### src/design/dic_defines.svh
`ifndef DIC_DEFINES_SVH
`define DIC_DEFINES_SVH
// timing
`define CLK_PERIOD_NS      25
`define MS_NS              1000000
`define TICK_MS_CYCLES     (`MS_NS / `CLK_PERIOD_NS)
`define REFRESH_NS         6500000
`define REFRESH_CYCLES     (`REFRESH_NS / `CLK_PERIOD_NS)
`define INPUT_MAX_HZ       50
// register indices (word addresses)
`define REG_MODE           8'h00
`define REG_INVERT         8'h01
`define REG_SIM_ENABLE     8'h02
`define REG_SIM_VALUE      8'h03
`define REG_SIM_STATUS     8'h04
`define REG_SUBST_VALUE    8'h05
`define REG_FAULT_FORCE    8'h06
`define REG_ON_DELAY_BASE  8'h10
`define REG_OFF_DELAY_BASE 8'h20
`define REG_IMAGE          8'h30
`define REG_VALUES         8'h31
`define REG_TYPE           8'h32
`define REG_MODE_HI        8'h07
// modbus map in direct and legacy forms; the com unit decodes these, both sides must use one form
`define FC_READ_DISCRETE   8'h02 // see RULE_11
`define FC_READ_HOLDING    8'h03 // see RULE_12
`define FC_READ_INPUT      8'h04 // see RULE_15
`define ALLOC_BIT_DIRECT   16'h0000 // see RULE_16
`define ALLOC_BIT_LEGACY   16'h2711 // see RULE_11
`define ALLOC_WORD_DIRECT  16'h0400 // see RULE_12
`define ALLOC_WORD_LEGACY  16'hB3B1
`define SLOT_BIT_DIRECT    16'h1400 // see RULE_13
`define SLOT_BIT_LEGACY    16'h3E81
`define SLOT_STAT_DIRECT   16'h0800 // see RULE_14
`define SLOT_STAT_LEGACY   16'h36B1
`define MOD_STAT_DIRECT    16'h0300 // see RULE_15
`define MOD_STAT_LEGACY    16'h8980
`define MOD_TYPE_DIRECT    16'h0400
`define MOD_TYPE_LEGACY    16'h89E4
`define SLOT_BIT_STRIDE    16'h0010
`define SLOT_STAT_STRIDE   16'h0008
// image layout
`define IMG_COLLECTIVE_BIT 15
`define IMAGE_RESET        16'h8000
`define MODE_BITS          2
`define ERR_CURRENT        2'h0
`define ERR_SUBST          2'h1
`define ERR_LAST_VALID     2'h3
`endif

### src/design/dic_pkg.sv
package dic_pkg;
	typedef enum logic [1:0] {
		ERR_MODE_CURRENT    = 2'h0,
		ERR_MODE_SUBST      = 2'h1,
		ERR_MODE_LAST_VALID = 2'h3
	} err_mode_t;
	typedef enum logic [1:0] {
		FLT_LOW     = 2'h0,
		FLT_RISING  = 2'h1,
		FLT_HIGH    = 2'h3,
		FLT_FALLING = 2'h2
	} filt_state_t;
endpackage

### src/design/delay_filter.sv
`timescale 1ns/1ps
`include "dic_defines.svh"
// one channel: sync, on delay and off delay in whole milliseconds
module delay_filter
	import dic_pkg::*;
#(
	parameter int DW = 16
)(
	input  wire logic          clk_sys_i,
	input  wire logic          rstn_i,
	input  wire logic          tick_ms_i,
	input  wire logic          pin_i,
	input  wire logic [DW-1:0] on_delay_i,
	input  wire logic [DW-1:0] off_delay_i,
	output logic               level_o
);
	logic [2:0]    sync;
	logic          stable;
	logic          next_stable;
	filt_state_t   state;
	filt_state_t   next_state;
	logic [DW-1:0] cnt;
	logic [DW-1:0] next_cnt;
	logic          next_level;

	// three stage sync; first stage feeds only the second
	always_ff @(posedge clk_sys_i)
	begin
		if (!rstn_i)
		begin
			sync   <= 3'h0;
			stable <= 1'b0;
		end
		else
		begin
			sync   <= {sync[1:0], pin_i};
			stable <= next_stable;
		end
	end

	always_comb
	begin
		next_stable = (sync[1] == sync[2]) ? sync[2] : stable;
	end

	// a zero delay passes the edge through at once
	always_comb
	begin
		next_state = state;
		next_cnt   = cnt;
		next_level = level_o;
		unique case (state)
			FLT_LOW:
			begin
				if (stable)
				begin
					if (on_delay_i == '0)
					begin
						next_state = FLT_HIGH;
						next_level = 1'b1;
					end
					else
					begin
						next_state = FLT_RISING;
						next_cnt   = '0;
					end
				end
			end
			FLT_RISING:
			begin
				if (!stable)
					next_state = FLT_LOW; // see RULE_21
				else if (tick_ms_i)
				begin
					if (cnt + DW'(1) >= on_delay_i)
					begin
						next_state = FLT_HIGH; // see RULE_01
						next_level = 1'b1;
					end
					else
						next_cnt = cnt + DW'(1);
				end
			end
			FLT_HIGH:
			begin
				if (!stable)
				begin
					if (off_delay_i == '0)
					begin
						next_state = FLT_LOW;
						next_level = 1'b0;
					end
					else
					begin
						next_state = FLT_FALLING;
						next_cnt   = '0;
					end
				end
			end
			FLT_FALLING:
			begin
				if (stable)
					next_state = FLT_HIGH; // see RULE_21
				else if (tick_ms_i)
				begin
					if (cnt + DW'(1) >= off_delay_i)
					begin
						next_state = FLT_LOW; // see RULE_02
						next_level = 1'b0;
					end
					else
						next_cnt = cnt + DW'(1);
				end
			end
		endcase
	end

	always_ff @(posedge clk_sys_i)
	begin
		if (!rstn_i)
		begin
			state   <= FLT_LOW;
			cnt     <= '0;
			level_o <= 1'b0;
		end
		else
		begin
			state   <= next_state;
			cnt     <= next_cnt;
			level_o <= next_level;
		end
	end
endmodule

### src/design/digital_input_channel_map.sv
// Implementation choices: the register addresses and the plain strobed port.
`timescale 1ns/1ps
`include "dic_defines.svh"
// How it works
// RULE_01: each channel delays rising edges by its on delay, filtering short pulses.
// RULE_02: each channel delays falling edges by its off delay, stretching short pulses.
// RULE_03: on fault the substitute value 0 or 1 is reported, always invalid. A simulated channel reports sim_stat instead, which can be valid over a fault.
// RULE_04: simulation reports a configured value with a configured valid or invalid status.
// RULE_05: fifteen independent channels, each with own settings and own status bit.
// RULE_06: values and statuses are forwarded to the com unit every 6.5 ms.
// RULE_07: inputs toggling up to 50 Hz are acquired; polling may lower it.
// RULE_08: two byte image: statuses 1..15 then collective error in bit 15.
// RULE_09: the module has no output data bytes, input image only.
// RULE_10: master reads values and statuses from allocated or slot-based ranges.
// RULE_11: allocated bits read by code 2 starting at legacy reference 10001.
// RULE_12: allocated words read by code 3 at 1024 or 46001.
// RULE_13: slot bits by code 2 at 5120/16001 plus 16 times slot plus bit-1.
// RULE_14: slot status bits by code 2 at 2048/14001 plus 8 times slot plus bit-1.
// RULE_15: status and type words by code 4 at 768/35200 and 1024/35300 plus slot.
// RULE_16: every area has direct and legacy notation; both sides must agree.
// RULE_17: on fault follow error mode: current, substitute, or last valid value.
// RULE_18: inversion complements the conditioned input level.
// RULE_19: normal passes the real input, simulation replaces it with the simulated value.
// RULE_20: order is input, delays, inversion, fault or simulation, status; collective is OR.
// RULE_21: delays count whole milliseconds and restart when input returns early.
module digital_input_channel_map
	import dic_pkg::*;
#(
	parameter int        CH         = 15,
	parameter int        DW         = 16,
	parameter int        TICK_CYC   = `TICK_MS_CYCLES,
	parameter int        REFRESH_CYC = `REFRESH_CYCLES,
	parameter logic [15:0] MODULE_TYPE = 16'h00A5 // arbitrary identity value
)(
	input  wire logic          clk_sys_i,
	input  wire logic          rstn_i,
	input  wire logic [CH-1:0] field_i,
	input  wire logic [CH-1:0] fault_i,
	input  wire logic [7:0]    addr_i,
	input  wire logic [15:0]   wdata_i,
	input  wire logic          wr_i,
	input  wire logic          rd_i,
	output logic [15:0]        rdata_o,
	output logic [15:0]        image_o,
	output logic [CH-1:0]      value_o,
	output logic               refresh_o
);
	// configuration
	logic [CH-1:0]  mode_lo;
	logic [CH-1:0]  mode_hi;
	logic [CH-1:0]  invert;
	logic [CH-1:0]  sim_en;
	logic [CH-1:0]  sim_val;
	logic [CH-1:0]  sim_stat;
	logic [CH-1:0]  subst_val;
	logic [CH-1:0]  fault_force;
	logic [DW-1:0]  on_dly [CH];
	logic [DW-1:0]  off_dly [CH];
	logic [CH-1:0]  next_mode_lo;
	logic [CH-1:0]  next_mode_hi;
	logic [CH-1:0]  next_invert;
	logic [CH-1:0]  next_sim_en;
	logic [CH-1:0]  next_sim_val;
	logic [CH-1:0]  next_sim_stat;
	logic [CH-1:0]  next_subst_val;
	logic [CH-1:0]  next_fault_force;
	logic [DW-1:0]  next_on_dly [CH];
	logic [DW-1:0]  next_off_dly [CH];
	// timing
	logic [31:0]    tick_cnt;
	logic [31:0]    next_tick_cnt;
	logic           tick_ms;
	logic           next_tick_ms;
	logic [31:0]    ref_cnt;
	logic [31:0]    next_ref_cnt;
	logic           next_refresh;
	// fault sync and channel path
	logic [CH-1:0]  flt_s0;
	logic [CH-1:0]  flt_s1;
	logic [CH-1:0]  flt_s2;
	logic [CH-1:0]  fault_st;
	logic [CH-1:0]  next_fault_st;
	logic [CH-1:0]  filt;
	logic [CH-1:0]  last_valid;
	logic [CH-1:0]  next_last_valid;
	logic [CH-1:0]  ch_val;
	logic [CH-1:0]  ch_ok;
	logic [15:0]    next_image;
	logic [CH-1:0]  next_value;
	logic [15:0]    next_rdata;

	// per-channel delay filters
	genvar g;
	generate
		for (g = 0; g < CH; g++)
		begin : gen_ch
			delay_filter #(
				.DW (DW)
			) u_filt (
				.clk_sys_i   (clk_sys_i),
				.rstn_i      (rstn_i),
				.tick_ms_i   (tick_ms),
				.pin_i       (field_i[g]), // see RULE_07
				.on_delay_i  (on_dly[g]),
				.off_delay_i (off_dly[g]),
				.level_o     (filt[g])
			); // see RULE_05
		end
	endgenerate

	// millisecond tick and refresh cycle
	always_comb
	begin
		next_tick_ms  = 1'b0;
		next_tick_cnt = tick_cnt + 32'h1;
		if (tick_cnt >= 32'(TICK_CYC - 1))
		begin
			next_tick_cnt = 32'h0;
			next_tick_ms  = 1'b1; // see RULE_21
		end
		next_refresh = 1'b0;
		next_ref_cnt = ref_cnt + 32'h1;
		if (ref_cnt >= 32'(REFRESH_CYC - 1))
		begin
			next_ref_cnt = 32'h0;
			next_refresh = 1'b1; // see RULE_06
		end
	end

	always_ff @(posedge clk_sys_i)
	begin
		if (!rstn_i)
		begin
			tick_cnt  <= 32'h0;
			tick_ms   <= 1'b0;
			ref_cnt   <= 32'h0;
			refresh_o <= 1'b0;
		end
		else
		begin
			tick_cnt  <= next_tick_cnt;
			tick_ms   <= next_tick_ms;
			ref_cnt   <= next_ref_cnt;
			refresh_o <= next_refresh;
		end
	end

	// fault inputs come from the field side, so sync them too
	always_comb
	begin
		next_fault_st = fault_st;
		for (int i = 0; i < CH; i++)
			if (flt_s1[i] == flt_s2[i])
				next_fault_st[i] = flt_s2[i];
	end

	// channel value path: delay, invert, fault/simulation choice
	always_comb
	begin
		next_last_valid = last_valid;
		ch_val          = '0;
		ch_ok           = '0;
		for (int i = 0; i < CH; i++)
		begin
			logic live;
			logic flt;
			live = filt[i] ^ invert[i]; // see RULE_18
			flt  = fault_st[i] | fault_force[i];
			ch_val[i] = live;
			ch_ok[i]  = !flt;
			if (sim_en[i])
			begin
				ch_val[i] = sim_val[i]; // see RULE_19
				ch_ok[i]  = sim_stat[i]; // see RULE_04
			end
			else if (flt)
			begin
				unique case ({mode_hi[i], mode_lo[i]})
					ERR_MODE_SUBST:      ch_val[i] = subst_val[i]; // see RULE_03
					ERR_MODE_LAST_VALID: ch_val[i] = last_valid[i]; // see RULE_17
					default:             ch_val[i] = live;
				endcase
				ch_ok[i] = 1'b0; // see RULE_03
			end
			else
				next_last_valid[i] = live;
		end
	end

	// image: status bits and collective error in the top bit
	always_comb
	begin
		next_image = image_o;
		next_value = value_o;
		if (refresh_o)
		begin
			next_image = {|(~ch_ok), ch_ok}; // see RULE_08
			next_value = ch_val; // see RULE_20
		end
	end

	always_ff @(posedge clk_sys_i)
	begin
		if (!rstn_i)
		begin
			flt_s0     <= '0;
			flt_s1     <= '0;
			flt_s2     <= '0;
			fault_st   <= '0;
			last_valid <= '0;
			image_o    <= `IMAGE_RESET; // no data yet: all invalid, so the collective bit agrees
			value_o    <= '0;
		end
		else
		begin
			flt_s0     <= fault_i;
			flt_s1     <= flt_s0;
			flt_s2     <= flt_s1;
			fault_st   <= next_fault_st;
			last_valid <= next_last_valid;
			image_o    <= next_image;
			value_o    <= next_value;
		end
	end

	// register writes; image and values are read only, no output bytes exist
	always_comb
	begin
		next_mode_lo     = mode_lo;
		next_mode_hi     = mode_hi;
		next_invert      = invert;
		next_sim_en      = sim_en;
		next_sim_val     = sim_val;
		next_sim_stat    = sim_stat;
		next_subst_val   = subst_val;
		next_fault_force = fault_force;
		next_on_dly      = on_dly;
		next_off_dly     = off_dly;
		if (wr_i)
		begin
			unique case (addr_i)
				`REG_MODE:        next_mode_lo     = wdata_i[CH-1:0];
				`REG_MODE_HI:     next_mode_hi     = wdata_i[CH-1:0];
				`REG_INVERT:      next_invert      = wdata_i[CH-1:0];
				`REG_SIM_ENABLE:  next_sim_en      = wdata_i[CH-1:0];
				`REG_SIM_VALUE:   next_sim_val     = wdata_i[CH-1:0];
				`REG_SIM_STATUS:  next_sim_stat    = wdata_i[CH-1:0];
				`REG_SUBST_VALUE: next_subst_val   = wdata_i[CH-1:0];
				`REG_FAULT_FORCE: next_fault_force = wdata_i[CH-1:0];
				default:          next_mode_lo     = mode_lo; // see RULE_09
			endcase
			for (int i = 0; i < CH; i++)
			begin
				if (addr_i == (`REG_ON_DELAY_BASE + 8'(i)))
					next_on_dly[i] = wdata_i[DW-1:0];
				if (addr_i == (`REG_OFF_DELAY_BASE + 8'(i)))
					next_off_dly[i] = wdata_i[DW-1:0];
			end
		end
	end

	// read data one cycle after the strobe, zero otherwise
	always_comb
	begin
		next_rdata = 16'h0000;
		if (rd_i)
		begin
			unique case (addr_i)
				`REG_MODE:        next_rdata = 16'(mode_lo);
				`REG_MODE_HI:     next_rdata = 16'(mode_hi);
				`REG_INVERT:      next_rdata = 16'(invert);
				`REG_SIM_ENABLE:  next_rdata = 16'(sim_en);
				`REG_SIM_VALUE:   next_rdata = 16'(sim_val);
				`REG_SIM_STATUS:  next_rdata = 16'(sim_stat);
				`REG_SUBST_VALUE: next_rdata = 16'(subst_val);
				`REG_FAULT_FORCE: next_rdata = 16'(fault_force);
				`REG_IMAGE:       next_rdata = image_o; // see RULE_10 RULE_14
				`REG_VALUES:      next_rdata = 16'(value_o); // see RULE_11 RULE_12 RULE_13
				`REG_TYPE:        next_rdata = MODULE_TYPE; // see RULE_15
				default:          next_rdata = 16'h0000;
			endcase
			for (int i = 0; i < CH; i++)
			begin
				if (addr_i == (`REG_ON_DELAY_BASE + 8'(i)))
					next_rdata = 16'(on_dly[i]);
				if (addr_i == (`REG_OFF_DELAY_BASE + 8'(i)))
					next_rdata = 16'(off_dly[i]);
			end
		end
	end

	always_ff @(posedge clk_sys_i)
	begin
		if (!rstn_i)
		begin
			mode_lo     <= '0;
			mode_hi     <= '0;
			invert      <= '0;
			sim_en      <= '0;
			sim_val     <= '0;
			sim_stat    <= '0;
			subst_val   <= '0;
			fault_force <= '0;
			rdata_o     <= 16'h0000;
			for (int i = 0; i < CH; i++)
			begin
				on_dly[i]  <= '0;
				off_dly[i] <= '0;
			end
		end
		else
		begin
			mode_lo     <= next_mode_lo;
			mode_hi     <= next_mode_hi;
			invert      <= next_invert;
			sim_en      <= next_sim_en;
			sim_val     <= next_sim_val;
			sim_stat    <= next_sim_stat;
			subst_val   <= next_subst_val;
			fault_force <= next_fault_force;
			rdata_o     <= next_rdata;
			on_dly      <= next_on_dly;
			off_dly     <= next_off_dly;
		end
	end
endmodule

### config.mk
export PLATFORM = sky130hd
export DESIGN_NAME = digital_input_channel_map
export DESIGN_NICKNAME = d
export VERILOG_FILES = /design/src/design/dic_pkg.sv /design/src/design/delay_filter.sv /design/src/design/digital_input_channel_map.sv
export VERILOG_INCLUDE_DIRS = /design/src /design/src/design
export SDC_FILE = /design/constraint.sdc
export NUM_CORES = 2
export LEC_CHECK = 0
export ABC_AREA = 1
export BUFFER_PORTS_ARGS = -buffer_cell sky130_fd_sc_hd__buf_2
export CORE_MARGIN = 8
export CORE_UTILIZATION = 42
export DETAILED_ROUTE_END_ITERATION = 12
export GPL_TIMING_DRIVEN = 0
export PLACE_DENSITY_LB_ADDON = 0.1
export RECOVER_POWER = 100
export SYNTH_ARGS = -nofsm -noshare
export SYNTH_HDL_FRONTEND = slang
export SYNTH_SLANG_ARGS = --single-unit
### constraint.sdc
create_clock -name clk_sys_i -period 4.7 [get_ports clk_sys_i]
set_clock_uncertainty 0.05 [all_clocks]
set_input_delay 0 -clock clk_sys_i [delete_from_list [all_inputs] [get_ports clk_sys_i]]
set_output_delay 0 -clock clk_sys_i [all_outputs]
set_load 0.01 [all_outputs]
Yosys cells after proc, flatten, opt, wreduce, memory -nomap -nowiden

Index checks and enable logic that the tools add are counted.

Output and inout port bits: 48
Bits in registers: 1133
Bits of input ports: 58

Equal/unequal tests: 415
Mux-type cells: 603
$add $sub $neg: 17
Reductions and logical operators: 163
Order comparisons: 32
Bitwise logic cells: 62

Operator list:

| operator                                                         | count |
|---|---|
| 16-bit 2-to-1 mux                                                | 180 |
| 16-bit one-hot mux with 4 select lines                           | 15 |
| 16-bit greater-or-equal comparator                               | 30 |
| 16-bit logical NOT                                               | 30 |
| 2-bit 2-to-1 mux                                                 | 150 |
| 10-bit AND reduction                                             | 30 |
| 16-bit by 1-bit adder with 16-bit output (second input constant) | 15 |
| 2-bit != test (second input constant)                            | 120 |
| 1-bit 2-to-1 mux                                                 | 212 |
| 2-bit by 1-bit != test with 1-bit output (second input constant) | 90 |
| 16-bit one-hot mux with 11 select lines                          | 1 |
| 8-bit by 6-bit == test with 1-bit output (second input constant) | 18 |
| 8-bit by 5-bit == test with 1-bit output (second input constant) | 15 |
| 2-bit one-hot mux with 4 select lines                            | 15 |
| 2-bit AND reduction                                              | 54 |
| 2-bit == test (second input constant)                            | 45 |
| 3-bit != test (second input constant)                            | 30 |
| 6-bit AND reduction                                              | 15 |
| 32-bit by 1-bit adder with 32-bit output (second input constant) | 2 |
| 2-bit by 1-bit == test with 1-bit output (second input constant) | 30 |
| 1-bit one-hot mux with 4 select lines                            | 15 |
| 3-bit by 1-bit != test with 1-bit output (second input constant) | 15 |
| 3-bit by 2-bit != test with 1-bit output (second input constant) | 15 |
| 8-bit by 3-bit == test with 1-bit output (second input constant) | 4 |
| 15 further kinds                                                 | 146 |

Longest topological paths before layout

Depth in word-level cells: 32
Mapped depth: 27
Gate-level depth less buffers: 26

Cells and area by module

From an unflattened synthesis, not the netlist that was laid out.

Cells, all modules: 11109
Area, all modules: 71601.2 µm²

By module, submodules not included:

| module                               | sequential area each (µm²) | area each (µm²) | cells each | instances |
|---|---|---|---|---|
| delay_filter at gen_ch[0].u_filt ... | 460.4                      | 2548.7          | 422        | 14 |
| digital_input_channel_map            | 15775.1                    | 33337.0         | 4779       | 1 |
| delay_filter at gen_ch[4].u_filt     | 460.4                      | 2582.5          | 422        | 1 |

Least setup slack after synthesis

Ideal clock, no wire load.

Path kind: reg-to-reg
From: reg gen_ch[3].u_filt.cnt[0]
To: reg gen_ch[3].u_filt.cnt[10]
Period minus slack after synthesis: 3.438 ns
Path buffers: 1
Library setup time: 0.086 ns
Arrival: 3.303 ns
Data required time: 4.564 ns
Setup slack: 1.262 ns
Stages on the path, launching flop included: 26
Cell sequence: dfxtp_1 inv_1 nor3_1 nand2_1 nor2_1 nand2_1 nor2_1 inv_1 nor2_1 nand2_1 nor2_1 inv_1 nor2_1 nand2_1 nor3_1 xor2_1 ha_1 nand2_1 inv_1 nand3_1 o2111ai_1 nand2_1 o211ai_1 clkbuf_1 a21oi_1 a211oi_1

Longest elaborated chain between the ends: 5
Elaborated cells between the ends (all ways): 13

Ends and longest elaborated chain:

| item                                                                       | RTL line            | source |
|---|---|---|
| from (decl)                                                                | delay_filter.sv:22  | `logic [DW-1:0] cnt;` |
| from (signal assigned)                                                     | delay_filter.sv:129 | `cnt <= next_cnt;` |
| 16-bit by 1-bit adder with 16-bit output *                                 | --                  |  |
| branches (longest 4 deep; another with 16-bit greater-or-equal comparator) | --                  |  |

Mark *: on every way between the ends. The select of a mux whose other input is x is not followed.
A chain may end at the register's enable or synchronous reset.

Worst setup path in the final report

From: in addr_i[4]
To: reg rdata_o[11]

Longest elaborated chain between the ends: 32
Elaborated cells between the ends (all ways): 72

Ends and longest elaborated chain:

| item                                                                   | RTL line                         | source |
|---|---|---|
| from (decl)                                                            | digital_input_channel_map.sv:39  | `input wire logic [7:0] addr_i,` |
| 8-bit by 6-bit == test with 1-bit output, or another cell as far along | digital_input_channel_map.sv:268 | `unique case (addr_i)` |
| 16-bit one-hot mux with 11 select lines                                | digital_input_channel_map.sv:268 |  |
| 16-bit 2-to-1 mux                                                      | digital_input_channel_map.sv:284 | `` if (addr_i == (`REG_ON_DELAY_BASE + 8'(i))) `` |
| 16-bit 2-to-1 mux                                                      | digital_input_channel_map.sv:286 | `` if (addr_i == (`REG_OFF_DELAY_BASE + 8'(i))) `` |
| 16-bit 2-to-1 mux                                                      | digital_input_channel_map.sv:284 |  |
| 16-bit 2-to-1 mux                                                      | digital_input_channel_map.sv:286 |  |
| 16-bit 2-to-1 mux                                                      | digital_input_channel_map.sv:284 |  |
| 16-bit 2-to-1 mux                                                      | digital_input_channel_map.sv:286 |  |
| [16 not listed]                                                        | --                               |  |
| 16-bit 2-to-1 mux                                                      | digital_input_channel_map.sv:284 |  |
| 16-bit 2-to-1 mux                                                      | digital_input_channel_map.sv:286 |  |
| 16-bit 2-to-1 mux                                                      | digital_input_channel_map.sv:284 |  |
| 16-bit 2-to-1 mux                                                      | digital_input_channel_map.sv:286 |  |
| 16-bit 2-to-1 mux                                                      | digital_input_channel_map.sv:284 |  |
| 16-bit 2-to-1 mux                                                      | digital_input_channel_map.sv:286 |  |
| 16-bit 2-to-1 mux                                                      | digital_input_channel_map.sv:284 |  |
| 16-bit 2-to-1 mux *                                                    | digital_input_channel_map.sv:286 |  |
| to (signal assigned)                                                   | digital_input_channel_map.sv:321 | `rdata_o <= next_rdata;` |
| to (decl)                                                              | digital_input_channel_map.sv:43  | `output logic [15:0] rdata_o,` |

Every way passes the cells marked *; elsewhere a longest branch is shown, timed or not.

==> flow_summary.yaml <==
yosys:
  synth_common_cells: "inv_1, nand2_1, dfxtp_1"
  synth_warnings: 0
  synth.area.top_cells: "dfxtp_1, ha_1, a21oi_1, inv_1, nand2_1"
  syn_area_sq_mm: 0.0629
  synth_flop_cell: "dfxtp_1"
  synth_top_area_frac: 0.361
  syn_avg_cell_area_sq_um: 7.22
  synth-seq-area-share: 0.361
  synth_top_cell_by_area: "dfxtp_1"
  async_reset_ff_frac: 0
  syn-instance-count: 8706
  synth_cell_types: 51
  yosysMostFrequentCell: "inv_1"
  synth_seq_cells: 1133
  synth_edf_count: 0
min_path:
  hold_class: "in2reg"
timing:
  finalSetupTns_ns: -0.0688
  drv_slew: 204
  fin_crit_ns: 4.77
  tightest_slew_ns: 1.99
  setup_viol: 1
  fin_ws_ns: -0.0688
  holdWs_ns: 0.0512
  period_share: 1.01
  fmax_mhz: 210
  relSlewSlack: -0.328
  hold_viol: 0
grt:
  track_usage: 0.316
  overflow: 0
  grt_pass1_vias: 58300
  antenna_found_initial: 30
  grt_max_degree: 17
  grt_pass1_wl_um: 384000
cts:
  clock-root-buffer: "clkbuf_16"
  clk_pin_slew_ns: 0.06
  numCtsBuffers: 138
  htree_num_levels: 4
  clock_latency_ns: 0.82
  clock-sinks: 1133
  cts_buffer_depth: 3
  cts_tree: "done"
power:
  ir_worst_vdd_mv: 0.406
  combPwrFrac: 0.415
  p_seq_frac: 0.296
  p_per_area_mw_per_mm2: 553
  p_sw_frac: 0.400
  pwr-share-clk: 0.289
  p_leak_nw: 29.2
  switchingPower_w: 0.0159
  p_int_w: 0.0238
floorplanning:
  die_y_um: 403
  core_sq_mm: 0.149
  num_io_pins: 106
  fp.dieW_um: 403
  start_util: 0.421
  die-area_sq_mm: 0.162
  rows: 142
flow_run:
  drv_cap: 18
layout:
  multi_input_area_sq_mm: 0.0337
  syn_to_final_growth_pct: 14.2
  layoutNonFillerInstCount: 11100
  nets: 9666
  drive_above_1_share: 0.0419
  register_area_sq_mm: 0.0227
  num-fill-cells: 15200
setup_path:
  cp_max_fo: 10
  critical_path_class: "in2reg"
  cpMostUsedCell: "nand4_1"
  start_kind: "input pin"
  critical_path_buf_inv_count: 4
  required_ns: 5.37
  end_kind: "flop"
  max_stage_delay_ns: 0.51
  slowest_stage: "nand2_1"
  crit_arrival_ns: 5.44
  critPathTopFamily: "simple AND/OR/NAND/NOR gates"
drt:
  drc_errors: 0
  viasPerCell: 5.69
  ant_nets: 0
  wl_um: 268000
  num_vias: 63400
  wire_per_inst_um: 24.1
  drtIter0Drc: 7180
  first_pass_iters: 6
outcome:
  status: "complete, but fails checks"
  failed_checks: "max-capacitance violations, max-slew violations, negative setup slack"
placement:
  hpwl_um: 201000
  dpl.cell_count: 10800
  post-place-ws_ns: -0.518
  gp_congestion: 0.993
  portBuffers: 87
power by group through the flow:
stage               Clock [W]  Combinational, W  Sequential [W]
floorplan                   0            0.0117          0.0116
global placement            0            0.0156          0.0119
detailed placement          0            0.0159          0.0119
CTS                    0.0116            0.0161          0.0117
global route           0.0120            0.0186          0.0119
finish                 0.0115            0.0165          0.0118
cells in the final DEF (no fill, tap or decap), types with 9 or more instances in the layout:
cell / count
dlygate4sd3_1: 78
bufinv_16: 13
or2_2: 9
ha_1: 557
clkbuf_1: 440
nor3_1: 98
o211ai_1: 68
a31oi_1: 13
a21oi_1: 1072
nor4_1: 128
clkbuf_8: 30
o21ai_1: 14
a21o_1: 20
inv_1: 1322
clkinv_2: 20
dfxtp_1: 1133
o21ai_0: 858
nand3_1: 171
nand4_1: 197
buf_2: 49
diode_2: 31
nor2_1: 746
o31ai_1: 11
clkbuf_16: 138
nand2_1: 1175
xor2_1: 203
o21a_1: 91
clkbuf_2: 53
conb_1: 30
o22ai_1: 12
a211oi_1: 248
nand3b_1: 19
a21boi_0: 28
registers in the layout, summed over array words and instances, names as in the netlist, 16 cells and up:
signal               flops
rdata_o                 16
ref_cnt                 32
tick_cnt                32
gen_ch.u_filt.sync      45
gen_ch.u_filt.state     30
gen_ch.u_filt.cnt      240
image_o                 16
on_dly                 240
off_dly                240
through the flow:
step                      power [W]  utilization  area, sq um
after detailed placement     0.0278        0.442        66000
after global routing         0.0425        0.481        71800
final                        0.0398        0.481        71800
after floorplan              0.0234            -        63000
after CTS                    0.0394        0.480        71600
after global placement       0.0275        0.441        65900
cells by family after synthesis:
| group | count (synthesis) | synth area share |
|---|---|---|
| AND/OR/NAND/NOR | 2565 | 0.174 |
| AO/OA/AOI/OAI | 2476 | 0.219 |
| buffers and inverters | 1765 | 0.106 |
| flip-flops | 1133 | 0.361 |
| adder cells (fa/ha/maj) | 557 | 0.111 |
| XOR/XNOR | 209 | 0.0291 |
| other | 1 | 0.0000596 |
layer usage:
layer / global-route usage / wire [um] / vias up
met3: 0.0683 / 28400 / 632
met1: 0.431 / 114000 / 29700
met5: 0 / 34 / -
met2: 0.470 / 112000 / 3218
li1: - / - / 29800
met4: 0.155 / 14300 / 6
final timing paths:
| kind | start | end | slack [ns] | cells after the start |
|---|---|---|---|---|
| hold / removal | field_i[12] | gen_ch[12].u_filt.sync[0] | 0.05 | 4 |
| hold reg to reg | flt_s0[7] | flt_s1[7] | 0.36 | 2 |
| setup reg to reg | image_o[15] | rdata_o[15] | 0.01 | 16 |
| setup / recovery | addr_i[4] | rdata_o[11] | -0.07 | 25 |
timing repair:
item | 4_1_cts | 5_1_grt
cloned | 0 | 0
gates resized for setup | 3 | 51
pin swaps | 0 | 4
buffers inserted | 0 | 3
endpoints found under the hold margin | 182 | 21
endpoints found under the setup margin | 16 | 158
hold buffers | 73 | 5
worst min-delay path, cell delays in order:
cell and delay [ns]:
dlygate4sd3_1 0.53, buf_2 0.19, nand2_1 0.09, inv_1 0.04
area by class of cell:
cell class,count,share of cell area
flip-flops and latches,1133,0.316
clock inverters,54,0.0124
well taps,1944,0.0339
inverters,1332,0.0696
diodes,31,0.00108
clock buffers,201,0.0555
repair buffers,176,0.0183
plain buffers,433,0.0243
multi-input cells,5837,0.469
Power figures use the tool's default switching activity.
